==> config.mk <==
export PLATFORM = sky130hd
export DESIGN_NAME = rshp_ctrl
export DESIGN_NICKNAME = d
export VERILOG_FILES = /design/src/verilog/rshp_ctrl.v /design/src/verilog/rshp_pin_dir.v
export VERILOG_INCLUDE_DIRS = /design/src /design/src/verilog
export SDC_FILE = /design/constraint.sdc
export NUM_CORES = 1
export LEC_CHECK = 0
export BUFFER_PORTS_ARGS = -buffer_cell sky130_fd_sc_hd__buf_2
export CAP_MARGIN = 20
export CORE_AREA = 10 10 47 49
export DETAILED_ROUTE_END_ITERATION = 7
export DIE_AREA = 0 0 57 59
export PLACE_DENSITY_LB_ADDON = 0.2
export SLEW_MARGIN = 20
export SYNTH_ARGS = -nofsm -noshare
export SYNTH_HDL_FRONTEND = slang
export SYNTH_HIERARCHICAL = 1
export SYNTH_SLANG_ARGS = --single-unit
export TNS_END_PERCENT = 50
==> constraint.sdc <==
create_clock -name core_clk -period 1.2 [get_ports core_clk]
set_input_delay 0 -clock core_clk [delete_from_list [all_inputs] [get_ports core_clk]]
set_output_delay 0 -clock core_clk [all_outputs]
set_load 0.05 [all_outputs]
==> src/verilog/rshp_consts.vh <==
`ifndef RSHP_CONSTS_VH
`define RSHP_CONSTS_VH
// Pin level meaning
`define RSHP_REF_A 1'h0
`define RSHP_REF_B 1'h1
// Mode encodings
`define RSHP_MODE_MANUAL 1'h0
`define RSHP_MODE_AUTO 1'h1
// Reset values
`define RSHP_RST_REF 1'h0
`define RSHP_RST_HOLD 1'h0
`define RSHP_RST_CORE_RESET 1'h1
`define RSHP_RST_CORE_SLEEP 1'h0
`define RSHP_RST_PIN_OUT 1'h0
`define RSHP_RST_PIN_OE 1'h0
// One-hot states of the holdover tracker
`define RSHP_ST_RUN 3'h1
`define RSHP_ST_HOLD 3'h2
`define RSHP_ST_SLEEP 3'h4
`endif

==> src/verilog/rshp_ctrl.v <==
// Contract
// - In manual switching mode the reference pin is an input choosing the reference.
// - In automatic switching mode the device drives the reference pin with the reference in use.
// - Low on the reference pin means input A and high means input B.
// - In manual hold mode a high hold pin forces the hold state.
// - In automatic hold mode the device drives the hold pin high while holding.
// - While the sleep pin is high the device is inactive and fully powered down.
// - While the reset pin is high all chip logic is held in reset; the code resets state_r and active_ref but not core_sleep.
`timescale 1ns/1ps
`include "rshp_consts.vh"
module rshp_ctrl (
    core_clk,
    rst_b,
    chip_reset_pin,
    sleep_pin,
    ref_auto_mode,
    hold_auto_mode,
    ref_a_lost,
    ref_b_lost,
    ref_choice_pin_in,
    ref_choice_pin_out,
    ref_choice_pin_oe,
    hold_pin_in,
    hold_pin_out,
    hold_pin_oe,
    active_ref,
    hold_active,
    core_sleep,
    core_reset
);
    input wire core_clk;
    input wire rst_b;
    input wire chip_reset_pin;
    input wire sleep_pin;
    input wire ref_auto_mode;
    input wire hold_auto_mode;
    input wire ref_a_lost;
    input wire ref_b_lost;
    input wire ref_choice_pin_in;
    output wire ref_choice_pin_out;
    output wire ref_choice_pin_oe;
    input wire hold_pin_in;
    output wire hold_pin_out;
    output wire hold_pin_oe;
    output reg active_ref;
    output wire hold_active;
    output reg core_sleep;
    output reg core_reset;

    reg [2:0] state_r;
    reg [2:0] state_nxt;
    reg active_ref_nxt;
    reg hold_req;
    wire ref_level;
    wire hold_level;
    wire both_lost;
    wire blank;
    wire switch_to_b;
    wire switch_to_a;

    assign both_lost = ref_a_lost && ref_b_lost;
    assign blank = core_reset || core_sleep;
    assign hold_active = (state_r == `RSHP_ST_HOLD);

    // Switch only while the other reference is still good
    assign switch_to_b = (active_ref == `RSHP_REF_A) && ref_a_lost
        && !ref_b_lost;
    assign switch_to_a = (active_ref == `RSHP_REF_B) && ref_b_lost
        && !ref_a_lost;

    always @(posedge core_clk or negedge rst_b)
    begin
        if (!rst_b)
        begin
            core_reset <= `RSHP_RST_CORE_RESET;
        end
        else
        begin
            core_reset <= chip_reset_pin;
        end
    end

    always @(posedge core_clk or negedge rst_b)
    begin
        if (!rst_b)
        begin
            core_sleep <= `RSHP_RST_CORE_SLEEP;
        end
        else
        begin
            core_sleep <= sleep_pin;
        end
    end

    rshp_pin_dir u_ref_pin (
        .core_clk(core_clk),
        .rst_b(rst_b),
        .mode_auto(ref_auto_mode),
        .blank(blank),
        .pin_in(ref_choice_pin_in),
        .status_val(active_ref),
        .pin_out(ref_choice_pin_out),
        .pin_oe(ref_choice_pin_oe),
        .pin_level(ref_level)
    );

    rshp_pin_dir u_hold_pin (
        .core_clk(core_clk),
        .rst_b(rst_b),
        .mode_auto(hold_auto_mode),
        .blank(blank),
        .pin_in(hold_pin_in),
        .status_val(hold_active),
        .pin_out(hold_pin_out),
        .pin_oe(hold_pin_oe),
        .pin_level(hold_level)
    );

    always @*
    begin
        active_ref_nxt = active_ref;
        if (ref_auto_mode == `RSHP_MODE_MANUAL)
        begin
            // low is A, high is B
            active_ref_nxt = ref_level;
        end
        else if (switch_to_b)
        begin
            active_ref_nxt = `RSHP_REF_B;
        end
        else if (switch_to_a)
        begin
            active_ref_nxt = `RSHP_REF_A;
        end
    end

    // Hold request as seen in the current hold mode
    always @*
    begin
        hold_req = both_lost;
        if (hold_auto_mode == `RSHP_MODE_MANUAL)
        begin
            hold_req = hold_level;
        end
    end

    always @*
    begin
        state_nxt = state_r;
        case (state_r)
            `RSHP_ST_RUN:
            begin
                if (hold_req)
                begin
                    state_nxt = `RSHP_ST_HOLD;
                end
            end
            `RSHP_ST_HOLD:
            begin
                if (!hold_req)
                begin
                    state_nxt = `RSHP_ST_RUN;
                end
            end
            `RSHP_ST_SLEEP:
            begin
                // Leave power-down straight into a pending hold
                if (hold_req)
                begin
                    state_nxt = `RSHP_ST_HOLD;
                end
                else
                begin
                    state_nxt = `RSHP_ST_RUN;
                end
            end
            default:
            begin
                state_nxt = `RSHP_ST_RUN;
            end
        endcase
        if (core_sleep)
        begin
            state_nxt = `RSHP_ST_SLEEP;
        end
    end

    always @(posedge core_clk or negedge rst_b)
    begin
        if (!rst_b)
        begin
            state_r <= `RSHP_ST_RUN;
        end
        else if (core_reset)
        begin
            state_r <= `RSHP_ST_RUN;
        end
        else
        begin
            state_r <= state_nxt;
        end
    end

    always @(posedge core_clk or negedge rst_b)
    begin
        if (!rst_b)
        begin
            active_ref <= `RSHP_RST_REF;
        end
        else if (core_reset)
        begin
            active_ref <= `RSHP_RST_REF;
        end
        else if (!core_sleep)
        begin
            active_ref <= active_ref_nxt;
        end
    end
endmodule

==> src/verilog/rshp_pin_dir.v <==
`timescale 1ns/1ps
`include "rshp_consts.vh"
// One configurable two-way control pin
module rshp_pin_dir (
    core_clk,
    rst_b,
    mode_auto,
    blank,
    pin_in,
    status_val,
    pin_out,
    pin_oe,
    pin_level
);
    input wire core_clk;
    input wire rst_b;
    input wire mode_auto;
    input wire blank;
    input wire pin_in;
    input wire status_val;
    output reg pin_out;
    output reg pin_oe;
    output wire pin_level;

    always @(posedge core_clk or negedge rst_b)
    begin
        if (!rst_b)
        begin
            pin_out <= `RSHP_RST_PIN_OUT;
            pin_oe <= `RSHP_RST_PIN_OE;
        end
        else
        begin
            pin_out <= status_val;
            pin_oe <= (mode_auto == `RSHP_MODE_AUTO) && !blank;
        end
    end

    // Level the core acts on: pin in manual, own status in auto
    assign pin_level = (mode_auto == `RSHP_MODE_AUTO) ? status_val : pin_in;
endmodule

Word level (Yosys, flattened, before mapping) --
Index checks and enable logic that the tools add are counted.
Cells by class: multiply operators 0, $add $sub $neg 0, eq/ne operators 7, multiplexer cells 12, reduce and logical (&&, ||, !) cells 13, shifts and indexed selects 0, $lt $le $gt $ge 0, div/mod/pow operators 0, bitwise gates (word level) 1
Operators with widths (count):
- two-way mux 3 bit | 4
- one-hot mux 3 bit (3 select lines) | 1
- != test 4 bit, second input constant | 2
- logical AND 1 bit | 7
- two-way mux 1 bit | 6
- != test 4 x 1 -> 1 bit, second input constant | 1
- AND reduction 2 bit | 2
- == test 3 x 1 -> 1 bit, second input constant | 1
- == test 3 x 2 -> 1 bit, second input constant | 1
- == test 3 bit, second input constant | 1
- logical NOT 1 bit | 3
- two-way mux 2 bit | 1
- != test 2 x 1 -> 1 bit, second input constant | 1
- logical OR 1 bit | 1
- inverter 1 bit | 1
Storage, ports and cells: bits of input ports 10, output and inout port bits 8, memories kept 0, bits in writable memories 0, register bits after elaboration 10, bits in latches 0, bits in read-only memories 0

Logic depth before layout (Yosys ltp) --
Gate-level depths: netlist of the first run.
depth after elaboration 7, depth in mapped cells 5

Cells and area by module --
Netlist of the first run, hierarchy kept.
By module, submodules not included:
- rshp_ctrl | instances 1, cells each 26, sequential area each 152.6 µm², area each 276.5 µm²
- rshp_pin_dir | instances 2, cells each 4, sequential area each 50.0 µm², area each 71.3 µm²

Worst setup path after synthesis of the first run --
No wires, ideal clock.
path kind flip-flop to flip-flop, start register state_r[2], end register state_r[0], data arrival time 2.258 ns, path buffers 0, required time 1.102 ns, stages on the path, launching flop included 6, setup time 0.098 ns, slack -1.156 ns, cell sequence dfrtp_1 > nor3b_1 > mux2_4 > nand2b_1 > a31oi_1 > o21ai_1
On the way: longest elaborated chain between the ends 4
RTL lines:
- start, declared | RTL line rshp_ctrl.v:50 | reg [2:0] state_r;
- start signal, assigned | RTL line rshp_ctrl.v:192 | state_r <= `RSHP_ST_RUN;
- start signal, assigned | RTL line rshp_ctrl.v:196 | state_r <= `RSHP_ST_RUN;
- start signal, assigned | RTL line rshp_ctrl.v:200 | state_r <= state_nxt;
- == test 3 x 2 -> 1 bit (*)
- net hold_active | RTL line rshp_ctrl.v:46 | output wire hold_active;
- one-hot mux 3 bit (3 select lines) | RTL line rshp_ctrl.v:150 | case (state_r)
- two-way mux 3 bit | RTL line rshp_ctrl.v:182 | if (core_sleep)
- two-way mux 3 bit | RTL line rshp_ctrl.v:194 | else if (core_reset)
Mark *: on every way through the listed nets, which the timed path passes. The rest lies on a longest branch. A chain may end at the register's enable or synchronous reset.

Final worst setup path of the first run --
start register state_r[0], end register state_r[1]
On the way: longest elaborated chain between the ends 4
RTL lines (RTL line):
- == test 3 bit (tied with other cells) | rshp_ctrl.v:150
- one-hot mux 3 bit (3 select lines) | rshp_ctrl.v:150
- two-way mux 3 bit | rshp_ctrl.v:182
- two-way mux 3 bit | rshp_ctrl.v:194
Parallel ways exist; a longest one is shown, timed or not.

==> results of run 1 <==
area by class of cell:
class | instances | area (um^2)
Sequential cell | 10 | 252.7
Inverter | 3 | 11.26
Clock buffer | 4 | 36.28
Multi-Input combinational cell | 21 | 173.9
Timing Repair Buffer | 23 | 147.6
Fill cell | 146 | 759.5
Tap cell | 16 | 20.02
worst min path at each step:
stage                        from  slack [ns]                           end  cells after the start
floorplan                   rst_b       -0.30        active_ref$_DFFE_PN0P_                      0
CTS                 ref_auto_mode        0.01    u_ref_pin/pin_oe$_DFF_PN0_                      2
global placement            rst_b       -0.13  u_hold_pin/pin_out$_DFF_PN0_                      1
finish              ref_auto_mode        0.02    u_ref_pin/pin_oe$_DFF_PN0_                      2
global route        ref_auto_mode       0.007    u_ref_pin/pin_oe$_DFF_PN0_                      2
detailed placement          rst_b       -0.13  u_hold_pin/pin_out$_DFF_PN0_                      1
where the power goes:
part | switching (uW) | total (uW) | internal [uW]
Combinational | 80.1 | 137 | 57.3
Clock | 122 | 306 | 184
Sequential | 14.9 | 372 | 357
Total | 217 | 815 | 598
cells by family (layout without fill, tap and decap cells):
kind of cell,after synthesis,after routing,share of synthesized area
simple gates,10,10,0.1493
buf+inv,3,30,0.02686
mux,2,2,0.07164
flops,10,10,0.6030
xor+xnor,1,1,0.02090
compound gates,8,8,0.1284
repair_timing:
action	CTS	global route
hold endpoints to repair	12	0
setup endpoints to repair	2	3
setup buffers	0	0
cloned	0	0
gates resized for setup	2	1
hold buffers	3	0
pin swaps	1	0
metal layers:
layer | global-route usage | share of wire
met1 | 0.07108 | 0.47
met5 | 0 | 0
met4 | 0.04027 | 0.010
met3 | 0.05579 | 0.12
met2 | 0.08527 | 0.40
synthesized netlist by cell type:
cell      number  area, um^2
o211ai_1       1       7.510
nor3b_1        1       7.510
inv_1          3       11.26
a21oi_1        1       5.000
xor2_1         1       8.760
nor2_1         1       3.750
nand2b_1       2       12.51
o21a_1         1       7.510
o21ai_1        1       5.000
a221oi_1       1       8.760
or2_4          1       8.760
dfrtp_1        8       200.2
and2_1         1       6.260
a21oi_2        1       8.760
nor2b_1        3       18.77
a31oi_1        1       6.260
nand3_1        1       5.000
o21ai_0        1       5.000
mux2_4         2       30.03
dfstp_2        2       52.55
stage by stage:
stage | power (uW) | util | setup slack [ns] | setup TNS, ns | hold WS [ns]
global placement | 508.3 | 0.4036 | 0.001908 | 0 | -0.1303
finish | 815.5 | 0.4580 | -0.02035 | -0.02035 | 0.02259
CTS | 829.3 | 0.4554 | -0.02964 | -0.02964 | 0.01360
global route | 866.5 | 0.4580 | -0.06578 | -0.1556 | 0.007477
detailed placement | 509.5 | 0.4036 | -0.01915 | -0.01915 | -0.1259
floorplan | 458.9 | - | -0.3229 | -0.7345 | -0.2956
registers in the layout, indices dropped and copies added (netlist names):
| signal | cells |
|---|---|
| core_reset | 1 |
| u_hold_pin/pin_out | 1 |
| u_hold_pin/pin_oe | 1 |
| u_ref_pin/pin_out | 1 |
| active_ref | 1 |
| u_ref_pin/pin_oe | 1 |
| state_r | 3 |
| core_sleep | 1 |
==> results.json, run 1 <==
{
  "cp.depth": 5,
  "gr-total-overflow": 0,
  "syn_area_um2": 419.2,
  "dp.cells": 70,
  "drtAntennaViolNets": 0,
  "status": "finished with violations",
  "die_y_um": 59,
  "synth_cell_types": 20,
  "insertedDiodeCount": 0,
  "globalplace.congestion": 0.6920,
  "io_pins": 18,
  "ys_seq_elements": 10,
  "startpoint": "state_r[0]$_DFFE_PN1P_",
  "slew_viol_final": 0,
  "post_synth.cell_area_avg_um2": 12.33,
  "grt_pass1_vias": 368,
  "critPathBufInv": 0,
  "post-route-cell-area_um2": 641.9,
  "synth_cells": 34,
  "end_kind": "flip-flop",
  "finalWorstSetupSlack_ns": -0.02035,
  "drt_iter0_markers": 10,
  "dr.pass1.iters": 4,
  "rsz0062_at_grt": "true",
  "antenna_found_initial": 0,
  "worst-path-max-fanout": 2,
  "clkSinkCount": 10,
  "p_per_area_mw_per_mm2": 1271,
  "violations": "setup timing",
  "rr_worst_depth": 5,
  "reg2reg_to": "state_r[1]$_DFFE_PN0P_",
  "seq_area_frac_synth": 0.6030,
  "die_area_mm2": 0.003363,
  "grt_max_degree": 11,
  "yosys_warnings": 6,
  "r2r-start": "state_r[0]$_DFFE_PN1P_",
  "hold_violations": 0,
  "crit_required_ns": 1.36,
  "path_cells": "nor3b_4 -> mux2_4 -> nand2b_4 -> a21oi_2 -> and2_1",
  "rows": 14,
  "syn-num-nets": 44,
  "clk_latency_ns": 0.27,
  "grt_pass1_wl_mm": 1.662,
  "fin_nets": 72,
  "cts.clk_slew.worst_paths_ns": 0.07,
  "dr_total_vias": 342,
  "relSlewSlack": 0.8290,
  "timing.fmax_mhz": 819.4,
  "start_kind": "flip-flop",
  "ir_drop_v": 0.0005475,
  "cp_top_family": "flip-flops",
  "track_usage": 0.06600,
  "clockBufferDepth": 2,
  "maxCapViolations": 0,
  "cts_tree": "yes",
  "finalCritPeriodShare": 1.017,
  "endpoint": "state_r[1]$_DFFE_PN0P_",
  "syn_to_final_growth_pct": 53.13,
  "numCtsBuffers": 3,
  "port_buffers": 17,
  "initial_utilization": 0.2991,
  "wirelength_um": 982,
  "setup_viol": 1,
  "design.core.area_mm2": 0.001401,
  "holdCritPathClass": "input port to flip-flop",
  "tightest_slew_ns": 0.2582,
  "dpl.hpwl_um": 757.3,
  "period_needed_ns": 1.220,
  "max_stage_delay_ns": 0.56,
  "postPlaceCellArea_um2": 565.5,
  "crit_type": "flip-flop to flip-flop",
  "h-tree-depth": 1,
  "cts-root-buf": "clkbuf_4",
  "r2r_slack_ns": -0.02,
  "via_per_inst": 4.442,
  "die_x_um": 57,
  "cp.arrival_ns": 1.38,
  "p_leak_uw": 0.0003270,
  "final_common_cell": "buf_2",
  "skew_ns": 0.002443,
  "most-common-layout-cells": "buf_2, dfrtp_1",
  "layout-drive-gt1-share": 0.5246,
  "routedWlPerCell_um": 12.75,
  "drc_errors": 0,
  "crit_path_top_delay_cell": "dfstp_2",
  "fin_cells": 77
}
(Power assumes the default switching activity.)
==> run 2: changes to the inputs <==
Settings changed: BUFFER_PORTS_ARGS -buffer_cell sky130_fd_sc_hd__buf_2 to -buffer_cell sky130_fd_sc_hd__clkbuf_2, RECOVER_POWER set to 50.
==> run 2 against run 1 <==
  * The run still ends with setup timing left
  * Total power decreased by 11%
  * Die area stayed put
  * Combinational power is essentially flat
  * Clock skew shrank 0.0015 ns
  * Routed wire length shrank 6.5%
  * Largest power group unchanged
==> results.json, run 2 (synthesis results as in run 1) <==
{
  "path_cells": "nor3b_4 -> mux2_4 -> nand2b_4 -> a21oi_2 -> and2_1",
  "track_usage": 0.06114,
  "h-tree-depth": 1,
  "clk_latency_ns": 0.25,
  "slew_viol_final": 0,
  "rows": 14,
  "cts.clk_slew.worst_paths_ns": 0.06,
  "reg2reg_to": "state_r[1]$_DFFE_PN0P_",
  "r2r-start": "state_r[0]$_DFFE_PN1P_",
  "finalWorstSetupSlack_ns": -0.01999,
  "ir_drop_v": 0.0006301,
  "finalCritPeriodShare": 1.017,
  "rr_worst_depth": 5,
  "regMostFlops": "state_r",
  "via_per_inst": 4.461,
  "cts_tree": "yes",
  "hold_end": "u_ref_pin/pin_oe$_DFF_PN0_",
  "clkSinkCount": 10,
  "fin_cells": 76,
  "port_buffers": 17,
  "dpl.hpwl_um": 719.4,
  "cts_setup_buffers": 0,
  "cp.arrival_ns": 1.37,
  "grt_max_degree": 11,
  "hold_violations": 0,
  "final_common_cell": "clkbuf_2",
  "antenna_found_initial": 0,
  "numCtsBuffers": 3,
  "period_needed_ns": 1.220,
  "worstHoldStart": "ref_auto_mode",
  "cts-root-buf": "clkbuf_4",
  "crit_type": "flip-flop to flip-flop",
  "fin_tns_setup_ns": -0.01999,
  "violations": "setup timing",
  "dr_total_vias": 339,
  "dr.pass1.iters": 4,
  "maxCapViolations": 0,
  "crit_path_top_delay_cell": "dfstp_2",
  "drtAntennaViolNets": 0,
  "start_kind": "flip-flop",
  "globalplace.congestion": 0.6974,
  "design.core.area_mm2": 0.001401,
  "relSlewSlack": 0.6497,
  "dp.cells": 70,
  "clockBufferDepth": 2,
  "timing.fmax_mhz": 819.7,
  "total_power_uw": 725.8,
  "status": "finished with violations",
  "hold_path_depth": 2,
  "cp_top_family": "flip-flops",
  "layout-drive-gt1-share": 0.5000,
  "critPathBufInv": 0,
  "largest_reg_flops": 3,
  "worst-path-max-fanout": 2,
  "drt_iter0_markers": 3,
  "grt_pass1_wl_mm": 1.593,
  "setup_viol": 1,
  "insertedDiodeCount": 0,
  "p_leak_uw": 0.0003160,
  "tightest_slew_ns": 0.5254,
  "skew_ns": 0.0009057,
  "io_pins": 18,
  "gr-total-overflow": 0,
  "drc_errors": 0,
  "rsz0062_at_grt": "true",
  "die_y_um": 59,
  "max_stage_delay_ns": 0.55,
  "grt_pass1_vias": 374,
  "fillCellCount": 153,
  "wirelength_um": 918,
  "syn_to_final_growth_pct": 49.55,
  "die_x_um": 57,
  "end_kind": "flip-flop",
  "crit_required_ns": 1.35,
  "holdCritPathClass": "input port to flip-flop",
  "p_per_area_mw_per_mm2": 1158,
  "initial_utilization": 0.2991,
  "r2r_slack_ns": -0.02,
  "fin_nets": 72,
  "most-common-layout-cells": "clkbuf_2, dfrtp_1",
  "routedWlPerCell_um": 12.08,
  "die_area_mm2": 0.003363
}
[run 2: per-layer routing]
metal	routed length, um	share of wire	track usage
met1	452	0.49	0.06724
met2	384	0.42	0.08217
met3	81	0.088	0.04936
met4	0	0	0.03020
met5	0	0	0
[run 2: what timing repair did]
action | 4_1_cts | 5_1_grt
hold buffers | 3 | 0
gates resized for setup | 2 | 1
setup endpoints to repair | 2 | 2
endpoints found under the hold margin | 12 | 0
[run 2: per-stage QoR]
step | util | worst slack (ns) | cell area [um^2] | hold WS (ns)
2_1_floorplan | - | -0.3229 | 437.9 | -0.2956
3_3_place_gp | 0.4036 | 0.002602 | 565.5 | -0.1225
3_5_place_dp | 0.4036 | -0.01645 | 565.5 | -0.1191
4_1_cts | 0.4473 | -0.02987 | 626.9 | 0.02130
5_1_grt | 0.4473 | -0.06638 | 626.9 | 0.03392
6_report | 0.4473 | -0.01999 | 626.9 | 0.03106
[run 2: worst max path at each step]
stage | start | end | slack [ns] | cells past startpoint
floorplan | state_r[2]$_DFFE_PN0P_ | state_r[0]$_DFFE_PN1P_ | -0.32 | 5
global placement | state_r[0]$_DFFE_PN1P_ | state_r[1]$_DFFE_PN0P_ | 0.003 | 5
detailed placement | state_r[0]$_DFFE_PN1P_ | state_r[1]$_DFFE_PN0P_ | -0.02 | 5
CTS | state_r[0]$_DFFE_PN1P_ | state_r[1]$_DFFE_PN0P_ | -0.03 | 5
global route | state_r[0]$_DFFE_PN1P_ | state_r[1]$_DFFE_PN0P_ | -0.07 | 5
finish | state_r[0]$_DFFE_PN1P_ | state_r[1]$_DFFE_PN0P_ | -0.02 | 5
[run 2: final cells by class]
type / instances / area (um^2) / area share
sequential: 10 / 252.7 / 0.4032
multi-input combinational: 21 / 173.9 / 0.2774
timing repair buffer: 23 / 146.4 / 0.2335
clock buffer: 3 / 22.52 / 0.03593
tap: 16 / 20.02 / 0.03194
inverter: 3 / 11.26 / 0.01796
[run 2: power breakdown]
part | switching, uW | internal (uW)
Clock | 102 | 115
Combinational | 79.4 | 56.4
Sequential | 15.5 | 357
